<file path="src/hw/pom_regs.svh">
`ifndef POM_REGS_SVH
`define POM_REGS_SVH

// register byte offsets on the bus
`define POM_REG_CTRL 8'h00
`define POM_REG_SETTINGS 8'h04
`define POM_REG_OVERRIDE 8'h08
`define POM_REG_PASSWORD 8'h0c
`define POM_REG_STATUS 8'h10
`define POM_REG_RECOVER 8'h14

// field positions
`define POM_CTRL_CLR_BIT 0
`define POM_SET_ADDR_LSB 0
`define POM_SET_BKL_LSB 4
`define POM_SET_STYLE_LSB 8
`define POM_PW_LEN_LSB 16
`define POM_ST_OUT_LSB 4
`define POM_ST_HUSH_BIT 11
`define POM_ST_BKL_BIT 12

// reset values and limits
`define POM_PW_DEFAULT 16'h4321
`define POM_PW_LEN_DEFAULT 3'h4
`define POM_PW_LEN_MAX 3'h4
`define POM_ADDR_DEFAULT 4'h3
`define POM_ADDR_MAX 4'hb
`define POM_DIGIT_MAX 4'h9
`define POM_DIGIT_END 4'ha

// timing
`define POM_CLK_HZ 64'd250000000
`define POM_OVR_TIME_MIN 64'd720
`define POM_BKL_TIME_S 64'd30
`define POM_OVR_CYCLES (`POM_OVR_TIME_MIN * 64'd60 * `POM_CLK_HZ)
`define POM_BKL_CYCLES (`POM_BKL_TIME_S * `POM_CLK_HZ)

`endif

</file>
<file path="src/hw/pom_pkg.sv">
package pom_pkg;

  // gray along monitor -> top -> password -> main -> sub -> new password
  typedef enum logic [3:0] {
    POM_MONITOR = 4'h0,
    POM_TOP = 4'h1,
    POM_PWD = 4'h3,
    POM_MAIN = 4'h2,
    POM_SUB = 4'h6,
    POM_NEWPWD = 4'h7,
    POM_RCODE = 4'h5
  } pom_mode_t;

  typedef enum logic [1:0] {
    POM_BKL_AUTO = 2'h0,
    POM_BKL_ON = 2'h1,
    POM_BKL_OFF = 2'h2
  } pom_bkl_t;

  typedef struct packed {
    logic [47:0] cnt;
  } pom_tmr_state_t;

  typedef struct packed {
    pom_mode_t mode;
    logic [1:0] cur;
    logic [2:0] item;
    logic [3:0] digit;
    logic [15:0] ent;
    logic [2:0] ecnt;
    logic [15:0] pw;
    logic [2:0] pw_len;
    logic [3:0] addr;
    pom_bkl_t bkl;
    logic [3:0] style;
    logic [6:0] ovr;
    logic hush;
    logic [6:0] outv;
    logic [32:0] bl_cnt;
    logic bl_on;
    logic aw;
    logic [7:0] aaddr;
    logic [31:0] rdata;
  } pom_state_t;

endpackage

</file>
<file path="src/hw/pom_panel.sv">
// Implementation choices: the AHB-Lite register port and the register offsets.
`timescale 1ns/1ps
`default_nettype none
`include "pom_regs.svh"

module pom_panel
  import pom_pkg::*;
#(
  parameter logic [47:0] OVR_CYCLES = 48'(`POM_OVR_CYCLES),
  parameter logic [32:0] BKL_CYCLES = 33'(`POM_BKL_CYCLES),
  // arbitrary value, not tied to any product
  parameter logic [15:0] RECOVERY_CODE = 16'h2580
) (
  input wire logic ref_clk_i,
  input wire logic reset_n_i,
  input wire logic key_up_i,
  input wire logic key_down_i,
  input wire logic key_enter_i,
  input wire logic key_hush_i,
  input wire logic [3:0] cmd_relay_i,
  input wire logic cmd_buzzer_i,
  input wire logic cmd_strobe_i,
  input wire logic cmd_horn_i,
  input wire logic hsel_i,
  input wire logic [31:0] haddr_i,
  input wire logic [1:0] htrans_i,
  input wire logic hwrite_i,
  input wire logic [2:0] hsize_i,
  input wire logic [31:0] hwdata_i,
  input wire logic hready_i,
  output logic hreadyout_o,
  output logic hresp_o,
  output logic [31:0] hrdata_o,
  output logic [3:0] relay_o,
  output logic buzzer_o,
  output logic strobe_o,
  output logic horn_o,
  output logic backlight_o,
  output logic hush_o,
  output logic [3:0] panel_addr_o
);

  pom_state_t s;
  pom_state_t next_s;

  logic [6:0] expire;
  logic k_hush;
  logic k_ent;
  logic k_up;
  logic k_dn;
  logic any_key;
  logic dig_ok;
  logic ent_fin;
  logic [15:0] ent_val;
  logic [2:0] ent_len;
  logic pwd_ok;
  logic bus_take;

  // one key per cycle; hush dominates so an escape is never lost
  assign k_hush = key_hush_i;
  assign k_ent = key_enter_i && !key_hush_i;
  assign k_up = key_up_i && !key_hush_i && !key_enter_i;
  assign k_dn = key_down_i && !key_hush_i && !key_enter_i && !key_up_i;
  assign any_key = key_up_i || key_down_i || key_enter_i || key_hush_i;

  // digit entry: value 10 is the end mark, so shorter codes can be closed
  assign dig_ok = s.digit != `POM_DIGIT_END;
  assign ent_fin = k_ent && (!dig_ok || s.ecnt == 3'h3);
  assign ent_val = dig_ok ? {s.ent[11:0], s.digit} : s.ent;
  assign ent_len = dig_ok ? s.ecnt + 3'h1 : s.ecnt;
  assign pwd_ok = (ent_len == s.pw_len) && (ent_val == s.pw);

  assign bus_take = hsel_i && hready_i && htrans_i[1];

  genvar gi;
  generate
    for (gi = 0; gi < 7; gi++) begin : g_tmr
      pom_ovr_timer #(.LIMIT(OVR_CYCLES)) u_tmr (
        .ref_clk_i(ref_clk_i),
        .reset_n_i(reset_n_i),
        .active_i(s.ovr[gi]),
        .expire_o(expire[gi])
      );
    end
  endgenerate

  function automatic logic [2:0] item_last(input logic [1:0] br);
    case (br)
      2'h0: item_last = 3'h2;
      2'h1: item_last = 3'h3;
      default: item_last = 3'h6;
    endcase
  endfunction

  function automatic pom_state_t clr_entry(input pom_state_t x);
    pom_state_t y;
    y = x;
    y.digit = 4'h0;
    y.ent = 16'h0;
    y.ecnt = 3'h0;
    return y;
  endfunction

  always_comb begin
    logic [6:0] ovr_set;
    logic [6:0] ovr_clr;
    logic clr_all;
    logic [6:0] silence;
    logic [31:0] rd;
    ovr_set = 7'h0;
    ovr_clr = 7'h0;
    clr_all = 1'b0;
    silence = 7'h0;
    rd = 32'h0;
    next_s = s;

    case (s.mode)
      POM_MONITOR: begin
        if (k_hush) begin
          next_s.hush = !s.hush;
        end else if (k_ent) begin
          next_s.mode = POM_TOP;
          next_s.cur = 2'h0;
        end
      end
      POM_TOP: begin
        if (k_hush) begin
          next_s.mode = POM_MONITOR;
        end else if (k_up) begin
          next_s.cur = (s.cur == 2'h2) ? 2'h0 : s.cur + 2'h1;
        end else if (k_dn) begin
          next_s.cur = (s.cur == 2'h0) ? 2'h2 : s.cur - 2'h1;
        end else if (k_ent) begin
          case (s.cur)
            2'h0: next_s = clr_entry(s);
            2'h1: clr_all = 1'b1;
            default: next_s = clr_entry(s);
          endcase
          next_s.mode = (s.cur == 2'h0) ? POM_PWD : (s.cur == 2'h1) ? POM_MONITOR : POM_RCODE;
        end
      end
      POM_PWD, POM_NEWPWD, POM_RCODE: begin
        if (k_hush) begin
          next_s.mode = (s.mode == POM_NEWPWD) ? POM_SUB : POM_TOP;
        end else if (k_up) begin
          next_s.digit = (s.digit == `POM_DIGIT_END) ? 4'h0 : s.digit + 4'h1;
        end else if (k_dn) begin
          next_s.digit = (s.digit == 4'h0) ? `POM_DIGIT_END : s.digit - 4'h1;
        end else if (ent_fin) begin
          next_s = clr_entry(s);
          if (s.mode == POM_PWD) begin
            next_s.mode = pwd_ok ? POM_MAIN : POM_MONITOR;
            next_s.cur = 2'h0;
          end else if (s.mode == POM_NEWPWD) begin
            next_s.mode = POM_SUB;
            if (ent_len != 3'h0) begin
              next_s.pw = ent_val;
              next_s.pw_len = ent_len;
            end
          end else begin
            next_s.mode = POM_TOP;
            if (ent_len == 3'h4 && ent_val == RECOVERY_CODE) begin
              next_s.pw = `POM_PW_DEFAULT;
              next_s.pw_len = `POM_PW_LEN_DEFAULT;
            end
          end
        end else if (k_ent) begin
          next_s.ent = ent_val;
          next_s.ecnt = ent_len;
          next_s.digit = 4'h0;
        end
      end
      POM_MAIN: begin
        if (k_hush) begin
          next_s.mode = POM_TOP;
        end else if (k_up) begin
          next_s.cur = (s.cur == 2'h2) ? 2'h0 : s.cur + 2'h1;
        end else if (k_dn) begin
          next_s.cur = (s.cur == 2'h0) ? 2'h2 : s.cur - 2'h1;
        end else if (k_ent) begin
          next_s.mode = POM_SUB;
          next_s.item = 3'h0;
        end
      end
      POM_SUB: begin
        if (k_hush) begin
          next_s.mode = POM_MAIN;
        end else if (k_up) begin
          next_s.item = (s.item == item_last(s.cur)) ? 3'h0 : s.item + 3'h1;
        end else if (k_dn) begin
          next_s.item = (s.item == 3'h0) ? item_last(s.cur) : s.item - 3'h1;
        end else if (k_ent) begin
          if (s.cur == 2'h0) begin
            if (s.item == 3'h0) begin
              next_s.addr = (s.addr == `POM_ADDR_MAX) ? 4'h0 : s.addr + 4'h1;
            end else if (s.item == 3'h1) begin
              next_s.bkl = (s.bkl == POM_BKL_OFF) ? POM_BKL_AUTO : pom_bkl_t'(s.bkl + 2'h1);
            end else begin
              next_s = clr_entry(s);
              next_s.mode = POM_NEWPWD;
            end
          end else if (s.cur == 2'h1) begin
            next_s.style[s.item[1:0]] = !s.style[s.item[1:0]];
          end else if (s.ovr[s.item]) begin
            ovr_clr[s.item] = 1'b1;
          end else begin
            ovr_set[s.item] = 1'b1;
          end
        end
      end
      default: next_s.mode = POM_MONITOR;
    endcase

    // bus write lands in its data phase
    if (s.aw) begin
      case (s.aaddr)
        `POM_REG_CTRL: clr_all = clr_all || hwdata_i[`POM_CTRL_CLR_BIT];
        `POM_REG_SETTINGS: begin
          if (hwdata_i[`POM_SET_ADDR_LSB +: 4] <= `POM_ADDR_MAX) begin
            next_s.addr = hwdata_i[`POM_SET_ADDR_LSB +: 4];
          end
          if (hwdata_i[`POM_SET_BKL_LSB +: 2] != 2'h3) begin
            next_s.bkl = pom_bkl_t'(hwdata_i[`POM_SET_BKL_LSB +: 2]);
          end
          next_s.style = hwdata_i[`POM_SET_STYLE_LSB +: 4];
        end
        `POM_REG_OVERRIDE: begin
          ovr_set = ovr_set | (hwdata_i[6:0] & ~s.ovr);
          ovr_clr = ovr_clr | (~hwdata_i[6:0] & s.ovr);
        end
        `POM_REG_PASSWORD: begin
          if (hwdata_i[`POM_PW_LEN_LSB +: 3] != 3'h0 && hwdata_i[`POM_PW_LEN_LSB +: 3] <= `POM_PW_LEN_MAX) begin
            next_s.pw = hwdata_i[15:0];
            next_s.pw_len = hwdata_i[`POM_PW_LEN_LSB +: 3];
          end
        end
        `POM_REG_RECOVER: begin
          if (hwdata_i[15:0] == RECOVERY_CODE) begin
            next_s.pw = `POM_PW_DEFAULT;
            next_s.pw_len = `POM_PW_LEN_DEFAULT;
          end
        end
        default: ;
      endcase
    end

    // an entry into override wins over a clear in the same cycle
    next_s.ovr = (s.ovr & ~expire & ~ovr_clr & ~{7{clr_all}}) | ovr_set;

    silence = s.hush ? {1'b1, 1'b0, 1'b1, s.style} : 7'h0;
    next_s.outv = s.ovr | ({cmd_horn_i, cmd_strobe_i, cmd_buzzer_i, cmd_relay_i} & ~silence);

    if (any_key) begin
      next_s.bl_cnt = BKL_CYCLES - 33'h1;
    end else if (s.bl_cnt != 33'h0) begin
      next_s.bl_cnt = s.bl_cnt - 33'h1;
    end
    case (s.bkl)
      POM_BKL_ON: next_s.bl_on = 1'b1;
      POM_BKL_OFF: next_s.bl_on = 1'b0;
      default: next_s.bl_on = any_key || (s.bl_cnt != 33'h0);
    endcase

    // read data is fetched in the address phase so it stands from a flop
    case (haddr_i[7:0])
      `POM_REG_SETTINGS: rd = {20'h0, s.style, 2'h0, s.bkl, s.addr};
      `POM_REG_OVERRIDE: rd = {25'h0, s.ovr};
      `POM_REG_PASSWORD: rd = {13'h0, s.pw_len, s.pw};
      `POM_REG_STATUS: rd = {19'h0, s.bl_on, s.hush, s.outv, s.mode};
      default: rd = 32'h0;
    endcase
    next_s.aw = bus_take && hwrite_i;
    next_s.aaddr = haddr_i[7:0];
    next_s.rdata = (bus_take && !hwrite_i) ? rd : 32'h0;
  end

  always_ff @(posedge ref_clk_i) begin
    if (!reset_n_i) begin
      s <= '0;
      s.mode <= POM_MONITOR;
      s.pw <= `POM_PW_DEFAULT;
      s.pw_len <= `POM_PW_LEN_DEFAULT;
      s.addr <= `POM_ADDR_DEFAULT;
      s.bkl <= POM_BKL_AUTO;
    end else begin
      s <= next_s;
    end
  end

  assign hreadyout_o = 1'b1;
  assign hresp_o = 1'b0;
  assign hrdata_o = s.rdata;
  assign relay_o = s.outv[3:0];
  assign buzzer_o = s.outv[4];
  assign strobe_o = s.outv[5];
  assign horn_o = s.outv[6];
  assign backlight_o = s.bl_on;
  assign hush_o = s.hush;
  assign panel_addr_o = s.addr;

  property p_hush_on;
    @(posedge ref_clk_i) disable iff (!reset_n_i)
    (s.mode == POM_MONITOR && !s.hush && k_hush) |=> s.hush ##1 (!horn_o || $past(s.ovr[6])) && (!buzzer_o || $past(s.ovr[4]));
  endproperty
  a_hush_on: assert property (p_hush_on) else $error("hush did not silence buzzer and horn");

  property p_hush_off;
    @(posedge ref_clk_i) disable iff (!reset_n_i)
    (s.mode == POM_MONITOR && s.hush && k_hush) |=> !s.hush;
  endproperty
  a_hush_off: assert property (p_hush_off) else $error("second hush press did not cancel");

  property p_menu_entry;
    @(posedge ref_clk_i) disable iff (!reset_n_i)
    (s.mode == POM_MONITOR && k_ent) |=> (s.mode == POM_TOP);
  endproperty
  a_menu_entry: assert property (p_menu_entry) else $error("enter did not open the menu");

  property p_pwd_gate;
    @(posedge ref_clk_i) disable iff (!reset_n_i)
    (s.mode == POM_PWD && ent_fin) |=> (s.mode == (($past(pwd_ok)) ? POM_MAIN : POM_MONITOR));
  endproperty
  a_pwd_gate: assert property (p_pwd_gate) else $error("password gate admitted wrongly");

  property p_pw_default;
    @(posedge ref_clk_i) disable iff (!reset_n_i)
    !$past(reset_n_i) |-> (s.pw == `POM_PW_DEFAULT && s.pw_len == `POM_PW_LEN_DEFAULT && s.addr == `POM_ADDR_DEFAULT);
  endproperty
  a_pw_default: assert property (p_pw_default) else $error("reset values wrong");

  property p_clear_all;
    @(posedge ref_clk_i) disable iff (!reset_n_i)
    (s.mode == POM_TOP && s.cur == 2'h1 && k_ent && !s.aw) |=> (s.ovr == 7'h0) ##1 (s.outv == $past({cmd_horn_i, cmd_strobe_i, cmd_buzzer_i, cmd_relay_i} & ~(s.hush ? {1'b1, 1'b0, 1'b1, s.style} : 7'h0)));
  endproperty
  a_clear_all: assert property (p_clear_all) else $error("clear override left an output forced");

  property p_expire;
    @(posedge ref_clk_i) disable iff (!reset_n_i)
    (|expire) && !s.aw && s.mode != POM_SUB |=> ((s.ovr & $past(expire)) == 7'h0);
  endproperty
  a_expire: assert property (p_expire) else $error("override survived its time-out");

  property p_ovr_hold;
    @(posedge ref_clk_i) disable iff (!reset_n_i)
    1'b1 |=> ((s.outv & $past(s.ovr)) == $past(s.ovr));
  endproperty
  a_ovr_hold: assert property (p_ovr_hold) else $error("overridden output not actuated");

  property p_addr_range;
    @(posedge ref_clk_i) disable iff (!reset_n_i)
    s.addr <= `POM_ADDR_MAX;
  endproperty
  a_addr_range: assert property (p_addr_range) else $error("panel address out of range");

  property p_bkl_auto;
    @(posedge ref_clk_i) disable iff (!reset_n_i)
    (s.bkl == POM_BKL_AUTO && any_key && !s.aw) |=> backlight_o ##1 (backlight_o || s.bkl != POM_BKL_AUTO);
  endproperty
  a_bkl_auto: assert property (p_bkl_auto) else $error("key press did not light backlight");

  property p_style_hush;
    @(posedge ref_clk_i) disable iff (!reset_n_i)
    1'b1 |=> ((relay_o & $past(s.style) & ~$past(s.ovr[3:0]) & {4{$past(s.hush)}}) == 4'h0);
  endproperty
  a_style_hush: assert property (p_style_hush) else $error("buzzer-style relay on under hush");

endmodule

`default_nettype wire

</file>
<file path="src/hw/pom_ovr_timer.sv">
`timescale 1ns/1ps
`default_nettype none

module pom_ovr_timer
  import pom_pkg::*;
#(
  parameter logic [47:0] LIMIT = 48'h1
) (
  input wire logic ref_clk_i,
  input wire logic reset_n_i,
  input wire logic active_i,
  output logic expire_o
);

  pom_tmr_state_t s;
  pom_tmr_state_t next_s;

  // counter only runs while the output is overridden, restarts from zero each time
  always_comb begin
    next_s = s;
    if (!active_i || expire_o) begin
      next_s.cnt = 48'h0;
    end else begin
      next_s.cnt = s.cnt + 48'h1;
    end
  end

  assign expire_o = active_i && (s.cnt == LIMIT - 48'h1);

  always_ff @(posedge ref_clk_i) begin
    if (!reset_n_i) begin
      s <= '0;
    end else begin
      s <= next_s;
    end
  end

  property p_tmr_bound;
    @(posedge ref_clk_i) disable iff (!reset_n_i)
    active_i |-> (s.cnt < LIMIT);
  endproperty
  a_tmr_bound: assert property (p_tmr_bound) else $error("override timer ran past its limit");

  property p_tmr_idle_clear;
    @(posedge ref_clk_i) disable iff (!reset_n_i)
    !active_i |=> (s.cnt == 48'h0);
  endproperty
  a_tmr_idle_clear: assert property (p_tmr_idle_clear) else $error("timer not cleared after override end");

endmodule

`default_nettype wire

</file>
<file path="config.mk">
export PLATFORM = sky130hd
export DESIGN_NAME = pom_panel
export DESIGN_NICKNAME = d
export VERILOG_FILES = /design/src/hw/pom_pkg.sv /design/src/hw/pom_panel.sv /design/src/hw/pom_ovr_timer.sv
export VERILOG_INCLUDE_DIRS = /design/src /design/src/hw
export SDC_FILE = /design/constraint.sdc
export NUM_CORES = 1
export LEC_CHECK = 0
export ABC_AREA = 1
export BUFFER_PORTS_ARGS = -buffer_cell sky130_fd_sc_hd__buf_2
export CAP_MARGIN = 20
export CORE_ASPECT_RATIO = 1.4
export CORE_MARGIN = 3
export CORE_UTILIZATION = 65
export DETAILED_ROUTE_END_ITERATION = 8
export GPL_TIMING_DRIVEN = 0
export PLACE_DENSITY = 0.88
export SYNTH_ARGS = -nofsm -noshare
export SYNTH_HDL_FRONTEND = slang
export SYNTH_HIERARCHICAL = 1
export SYNTH_SLANG_ARGS = --single-unit
</file>
<file path="constraint.sdc">
create_clock -name ref_clk_i -period 4.7 [get_ports ref_clk_i]
set_input_delay 0.235 -clock ref_clk_i [delete_from_list [all_inputs] [get_ports ref_clk_i]]
set_output_delay 0.235 -clock ref_clk_i [all_outputs]
set_load 0.02 [all_outputs]
</file>
* After elaboration in Yosys (flattened, before gate mapping)
Index checks and enable logic that the tools add are counted.
** Word-level totals
- Flip-flop bits (word level) :: 487
- Input bits :: 85
** Cells by class
- Add/sub/neg operators :: 17
- Magnitude comparators :: 6
- Equal/unequal tests :: 80
- Muxes and demuxes :: 145
- Bitwise gates (word level) :: 20
- Reduce and logical (&&, ||, !) cells :: 78
** Operators with widths (number)
- two-way mux 96 bit :: 7
- two-way mux 147 bit :: 3
- two-way mux 55 bit :: 8
- two-way mux 142 bit :: 3
- adder 48 x 1 -> 48 bit (second input constant) :: 7
- equality test 48 x 44 -> 1 bit (second input constant) :: 7
- two-way mux 151 bit :: 2
- two-way mux 145 bit :: 2
- two-way mux 138 bit :: 2
- one-hot mux 75 bit (3 select lines) :: 1
- one-hot mux 59 bit (3 select lines) :: 1
- two-way mux 7 bit :: 21
- two-way mux 119 bit :: 1
- two-way mux 19 bit :: 6
- two-way mux 90 bit :: 1
- one-hot mux 19 bit (4 select lines) :: 1
- two-way mux 4 bit :: 18
- two-way mux 33 bit :: 2
- two-way mux 57 bit :: 1
- != test 3 bit (second input constant) :: 19
- two-way mux 51 bit :: 1
- != test 2 bit (second input constant) :: 24
- two-way mux 23 bit :: 2
- two-way mux 3 bit :: 15
- 73 further kinds :: 191

* Longest topological paths before layout
- Depth in word-level cells :: 19
- Mapped depth :: 16
- Mapped depth without buffers :: 15

* Modules after synthesis
Netlist, hierarchy kept.
** By module, submodules not included
- pom_ovr_timer :: instances 7, cells an instance 456, area each 2825.2 sq um
- pom_panel :: instances 1, cells an instance 1336, area each 8819.7 sq um

* Worst setup path after synthesis
Ideal clock, no wire load.
- Kind :: reg-to-reg
- Start point :: reg s[143] (netlist name)
- End point :: reg s[124] (netlist name)
- Library setup time :: 119 ps
- Data arrival time :: 1947 ps
- Data required time :: 4581 ps
- Slack :: 2633 ps
- Cell stages (with the launch flop) :: 12
- Clock period less this slack :: 2067 ps
- Path through :: dfxtp_1 > clkinv_1 > ha_1 > nand2_1 > inv_1 > a21oi_1 > a21oi_1 > nor4_2 > nand2_2 > buf_2 > o21ai_0 > a21oi_1

==> metrics.md <==
| Metric | Value |
|---|---|
| Status | complete, no violations |
| Number of enable flip-flop cells after synthesis | 0 |
| Cell Count, Final, Fillers Out | about 5,300 |
| Cell count of the worst reg-to-reg path | 11 |
| Antenna-violating nets left | 0 |
| Number of inserted diodes | 0 |
| Fraction of registers with async set or reset after synthesis | 0% |
| Die Y | 254 microns |
| Startpoint kind of the worst setup timing path | register |
| Area growth, synth to finish | 10.5% |
| Most frequent cell on the critical path | a21oi_1 |
| Net switching power | between 0.002 and 0.0025 W |
| Longest Clk Path Bufs | 3 |
| Number of antenna violations at the first check in global routing | 0 |
| Total wire length | 80,600 microns |
| Hold Path End | s[117] |
| H-tree level count | 2 |
| Yosys cell types | 56 |
| Clock transition time at the flip-flop clock pins of the worst setup and hold paths | approximately 0.07 ns |
| Max FO, Critical Path | 11 |
| Placed cells | about 5,200 |
| Arr. time, crit path | 3.11 ns |
| Boundary Pins | 132 |
| Switching fraction of total power | 24.9% |
| Number of clock sinks | 473 |
| Filler Cell Count | 3,654 |
| Highest-delay cell along the critical path | dfxtp_1 |
| Register area share after synthesis | about a third |
| Warnings, synthesis | 6 |
| Reg-to-reg startpoint | s[143] |
| Number of cells produced by synthesis | between 4,000 and 5,000 |
| Area of the core | 43,200 sq um |
| Total global-route track usage | between 30% and 40% |
| Fmax | 381 MHz |
| Peak supply drop | about 0.00035 V |
| Clock insertion delay at the later pin of the skew report | 0.60 ns |
| Share of power burned in registers | 47.3% |
| Capturing point of the worst reg2reg path | s[134] |
| Reg-to-reg setup timing slack | 2.08 ns |
| Hold Path Depth | 5 |
| Post-Route Setup TNS | 0 ns |
| Required @ worst endpoint | 5.19 ns |
| Met2 Usage GRT | 61.2% |
| Ratio of final minimum period to clock period | 55.9% |
| Most numerous cell in the Yosys netlist | nand2_1 |
| Number of DRC markers in iteration 0 | 2,211 |
| Global routing usage on met3 | 5.78% |
| Synth area leader | dfxtp_1 |
| Power after layout | slightly below 0.009 W |
| Slew of the pin with the lowest slew margin | 1.10 ns |
| Portion of synthesized cell area occupied by the leading cell type | 33.1% |
| Detailed Routing Iterations Pass 1 | 6 |
| Critical Path End Type | register |
| Number of failing hold endpoints at the final stage | 0 |
| Xor-xnor portion of the synthesized cell area | 6.22% |
| Via count of the first global-routing pass | 28,393 |
| Number of buffer cells added on primary ports | 74 |
| Post-DR vias/cell | ~5.6 |
| Floorplan die area | around 47,000 sq um |
| Adder-cell area share of the yosys netlist | 1.14% |
| Critical Setup Path Class | register to register |
| Final setup violating endpoints | 0 |
| Wirelength per Cell | between 15 and 20 microns |
| Internal Dissipation | 0.00658 W |
| Proportion of synthesized area in mux cells | 0.0350% |
| Syn Std Cell Area | 28,600 sq um |
| Maximum number of pins on one net before global-route repair | 15 |
| Resize count post-CTS | 0 |
| First-pass GRT wire length | approximately 130,000 microns |
| Initial standard-cell utilization of the core | 66.1% |
| Max_cap viols | 0 |
| Setup slack after placement | 2.17 ns |
| Row count | 90 |
| Final worst-path setup slack | between 2 and 2.5 ns |
| Series of cell instances along the critical path | clkinv_1 -> ha_1 -> nand2_1 -> inv_1 -> a21oi_1 -> a21oi_1 -> nor4_2 -> nand2_2 -> buf_2 -> o21ai_0 -> nor2_1 |
| RSZ-0062 raised after global routing | false |
| Max-slew headroom at the worst pin | 26.1% |
| Dominant combinational cell family by area after synthesis | simple AND/OR/NAND/NOR gates |
| Shortest clock period the worst path allows after layout | 2.62 ns |
| Cell types with the highest counts after synthesis | nand2_1, nor2_1, inv_1 |
| Hold wc startpoint | hwdata_i[14] |
| Most instantiated flip-flop cell in the synthesis netlist | dfxtp_1 |
| Net count, final | 4,806 |
| Clock network fraction of design power | 45.0% |
| WHS | 0.0473 ns |
| Fraction of final layout cells with drive strength greater than 1 | 9.00% |
| Classification of the worst-slack hold path | input pin to register |
| Global placement routability congestion | 0.999 |
| Compound-cell area share of the yosys netlist | 7.74% |
| Multi-input combinational cell area | 16,500 sq um |
| Average size of a mapped cell | 6.32 sq um |
| Pleak | 10.4 nW |
| DR vias | around 30,000 |
| Critical Path Max Stage Delay | 0.47 ns |
| Power per unit of standard cell area | 277 nW/um^2 |
| Post-detailed-placement half-perimeter wirelength | 60,500 microns |
| Cell chosen for the clock root | clkbuf_16 |
| Synthesized-area fraction occupied by and/or/nand/nor cells | 42.4% |
| Count of state elements after synthesis | 473 |
| Most Used Layer, Global Route | met2 |
| Global Route met1 Usage | 35.7% |
| Proportion of power drawn by combinational gates | 7.7% |
| Combined flip-flop and latch cell area | 9470 sq um |
| Chip width | 183 microns |
| TritonCTS clock tree | yes |
| Global route overflow | 0 |
| Number of pins with negative max-slew slack in the final report | 0 |
| Clk_skew | between 0.015 and 0.02 ns |
| TritonCTS Buffers | 48 |
| DR DRC count | 0 |
| Leading post-synthesis cells by cell area | dfxtp_1, nand2_1, nor2_1 |
-- state kept, by name, indices dropped and copies added (netlist names), 4 cells and up --
register	cells
relay_o	4
s	105
g_tmr.u_tmr/s	336
panel_addr_o	4
hrdata_o	19
-- worst max-delay path, delay by kind of cell (launching register included) --
kind | cells | cell delay (ns)
buf+inv | 3 | 0.68
fa+ha+maj | 1 | 0.35
flops | 1 | 0.47
compound gates | 3 | 0.44
simple gates | 4 | 0.56
-- how the worst max path moves through the flow --
| stage | start | end | slack (ns) | depth (start not counted) |
|---|---|---|---|---|
| global placement | s[143] | s[134] | 2.18 | 11 |
| CTS | s[143] | s[136] | 2.13 | 11 |
| floorplan | s[143] | s[124] | 2.63 | 11 |
| global route | s[143] | s[135] | 1.81 | 11 |
| finish | s[143] | s[134] | 2.08 | 11 |
| detailed placement | s[143] | s[136] | 2.17 | 11 |
-- power by group through the flow --
| stage | clock network, W | registers, W | logic (W) |
|---|---|---|---|
| CTS | 0.00399 | 0.00414 | 0.000650 |
| detailed placement | 0 | 0.00423 | 0.000629 |
| floorplan | 0 | 0.00422 | 0.000449 |
| finish | 0.00395 | 0.00414 | 0.000672 |
| global route | 0.00416 | 0.00414 | 0.000745 |
| global placement | 0 | 0.00422 | 0.000620 |
-- metal layers --
metal  routed length, microns  vias to the layer above  part of all wire (%)
met5                        0                        -                     0
met4                     6110                        0                   7.6
met3                     5280                      449                   6.5
met2                    39800                     1250                    49
met1                    29400                    13278                    37
li1                         -                    14617                     -
-- what timing repair did --
action	in CTS	in global routing
buffers inserted	0	0
endpoints found under the hold margin	31	0
hold buffers	29	0
-- cell families after synthesis --
group           count (synthesis)
compound gates                384
xor+xnor                      203
fa+ha+maj                      26
buf+inv                       609
flops                         473
mux                             1
other cells                     2
simple gates                 2830
-- cell usage in the layout (no fill, tap or decap), types with 10 or more instances in the layout --
cell,instances
clkbuf_16,49
dfxtp_1,473
nor2_4,30
buf_4,46
xnor2_1,45
a311oi_1,12
dlygate4sd3_1,29
or2_2,24
a211oi_1,12
and2_1,21
buf_6,25
nand2_1,1206
nor2_2,55
nand3_1,224
ha_1,26
a31oi_1,21
o21ai_0,98
nand4_1,154
clkinv_2,11
inv_1,481
clkbuf_1,27
xor2_1,158
buf_2,101
conb_1,15
nand2_2,26
nor2_1,1007
a21oi_1,177
a21oi_2,11
clkbuf_8,10
nor3_1,36
-- through the flow --
stage | cell area (sq um) | util (%)
2_1_floorplan | 28600 | -
3_3_place_gp | 29700 | 68.7
3_5_place_dp | 29700 | 68.7
4_1_cts | 31600 | 73.1
5_1_grt | 31600 | 73.1
6_report | 31600 | 73.1
-- area by class of cell --
class	count	share of cell area, %
Multi-Input combinational cell	3459	52.2
Sequential cell	473	30.0
Inverter	493	5.87
Buffer	116	2.61
Clock buffer	69	4.43
Tap cell	552	2.19
Clock inverter	18	0.633
Timing Repair Buffer	104	2.11
No activity file was read; power rests on OpenSTA's default activity.
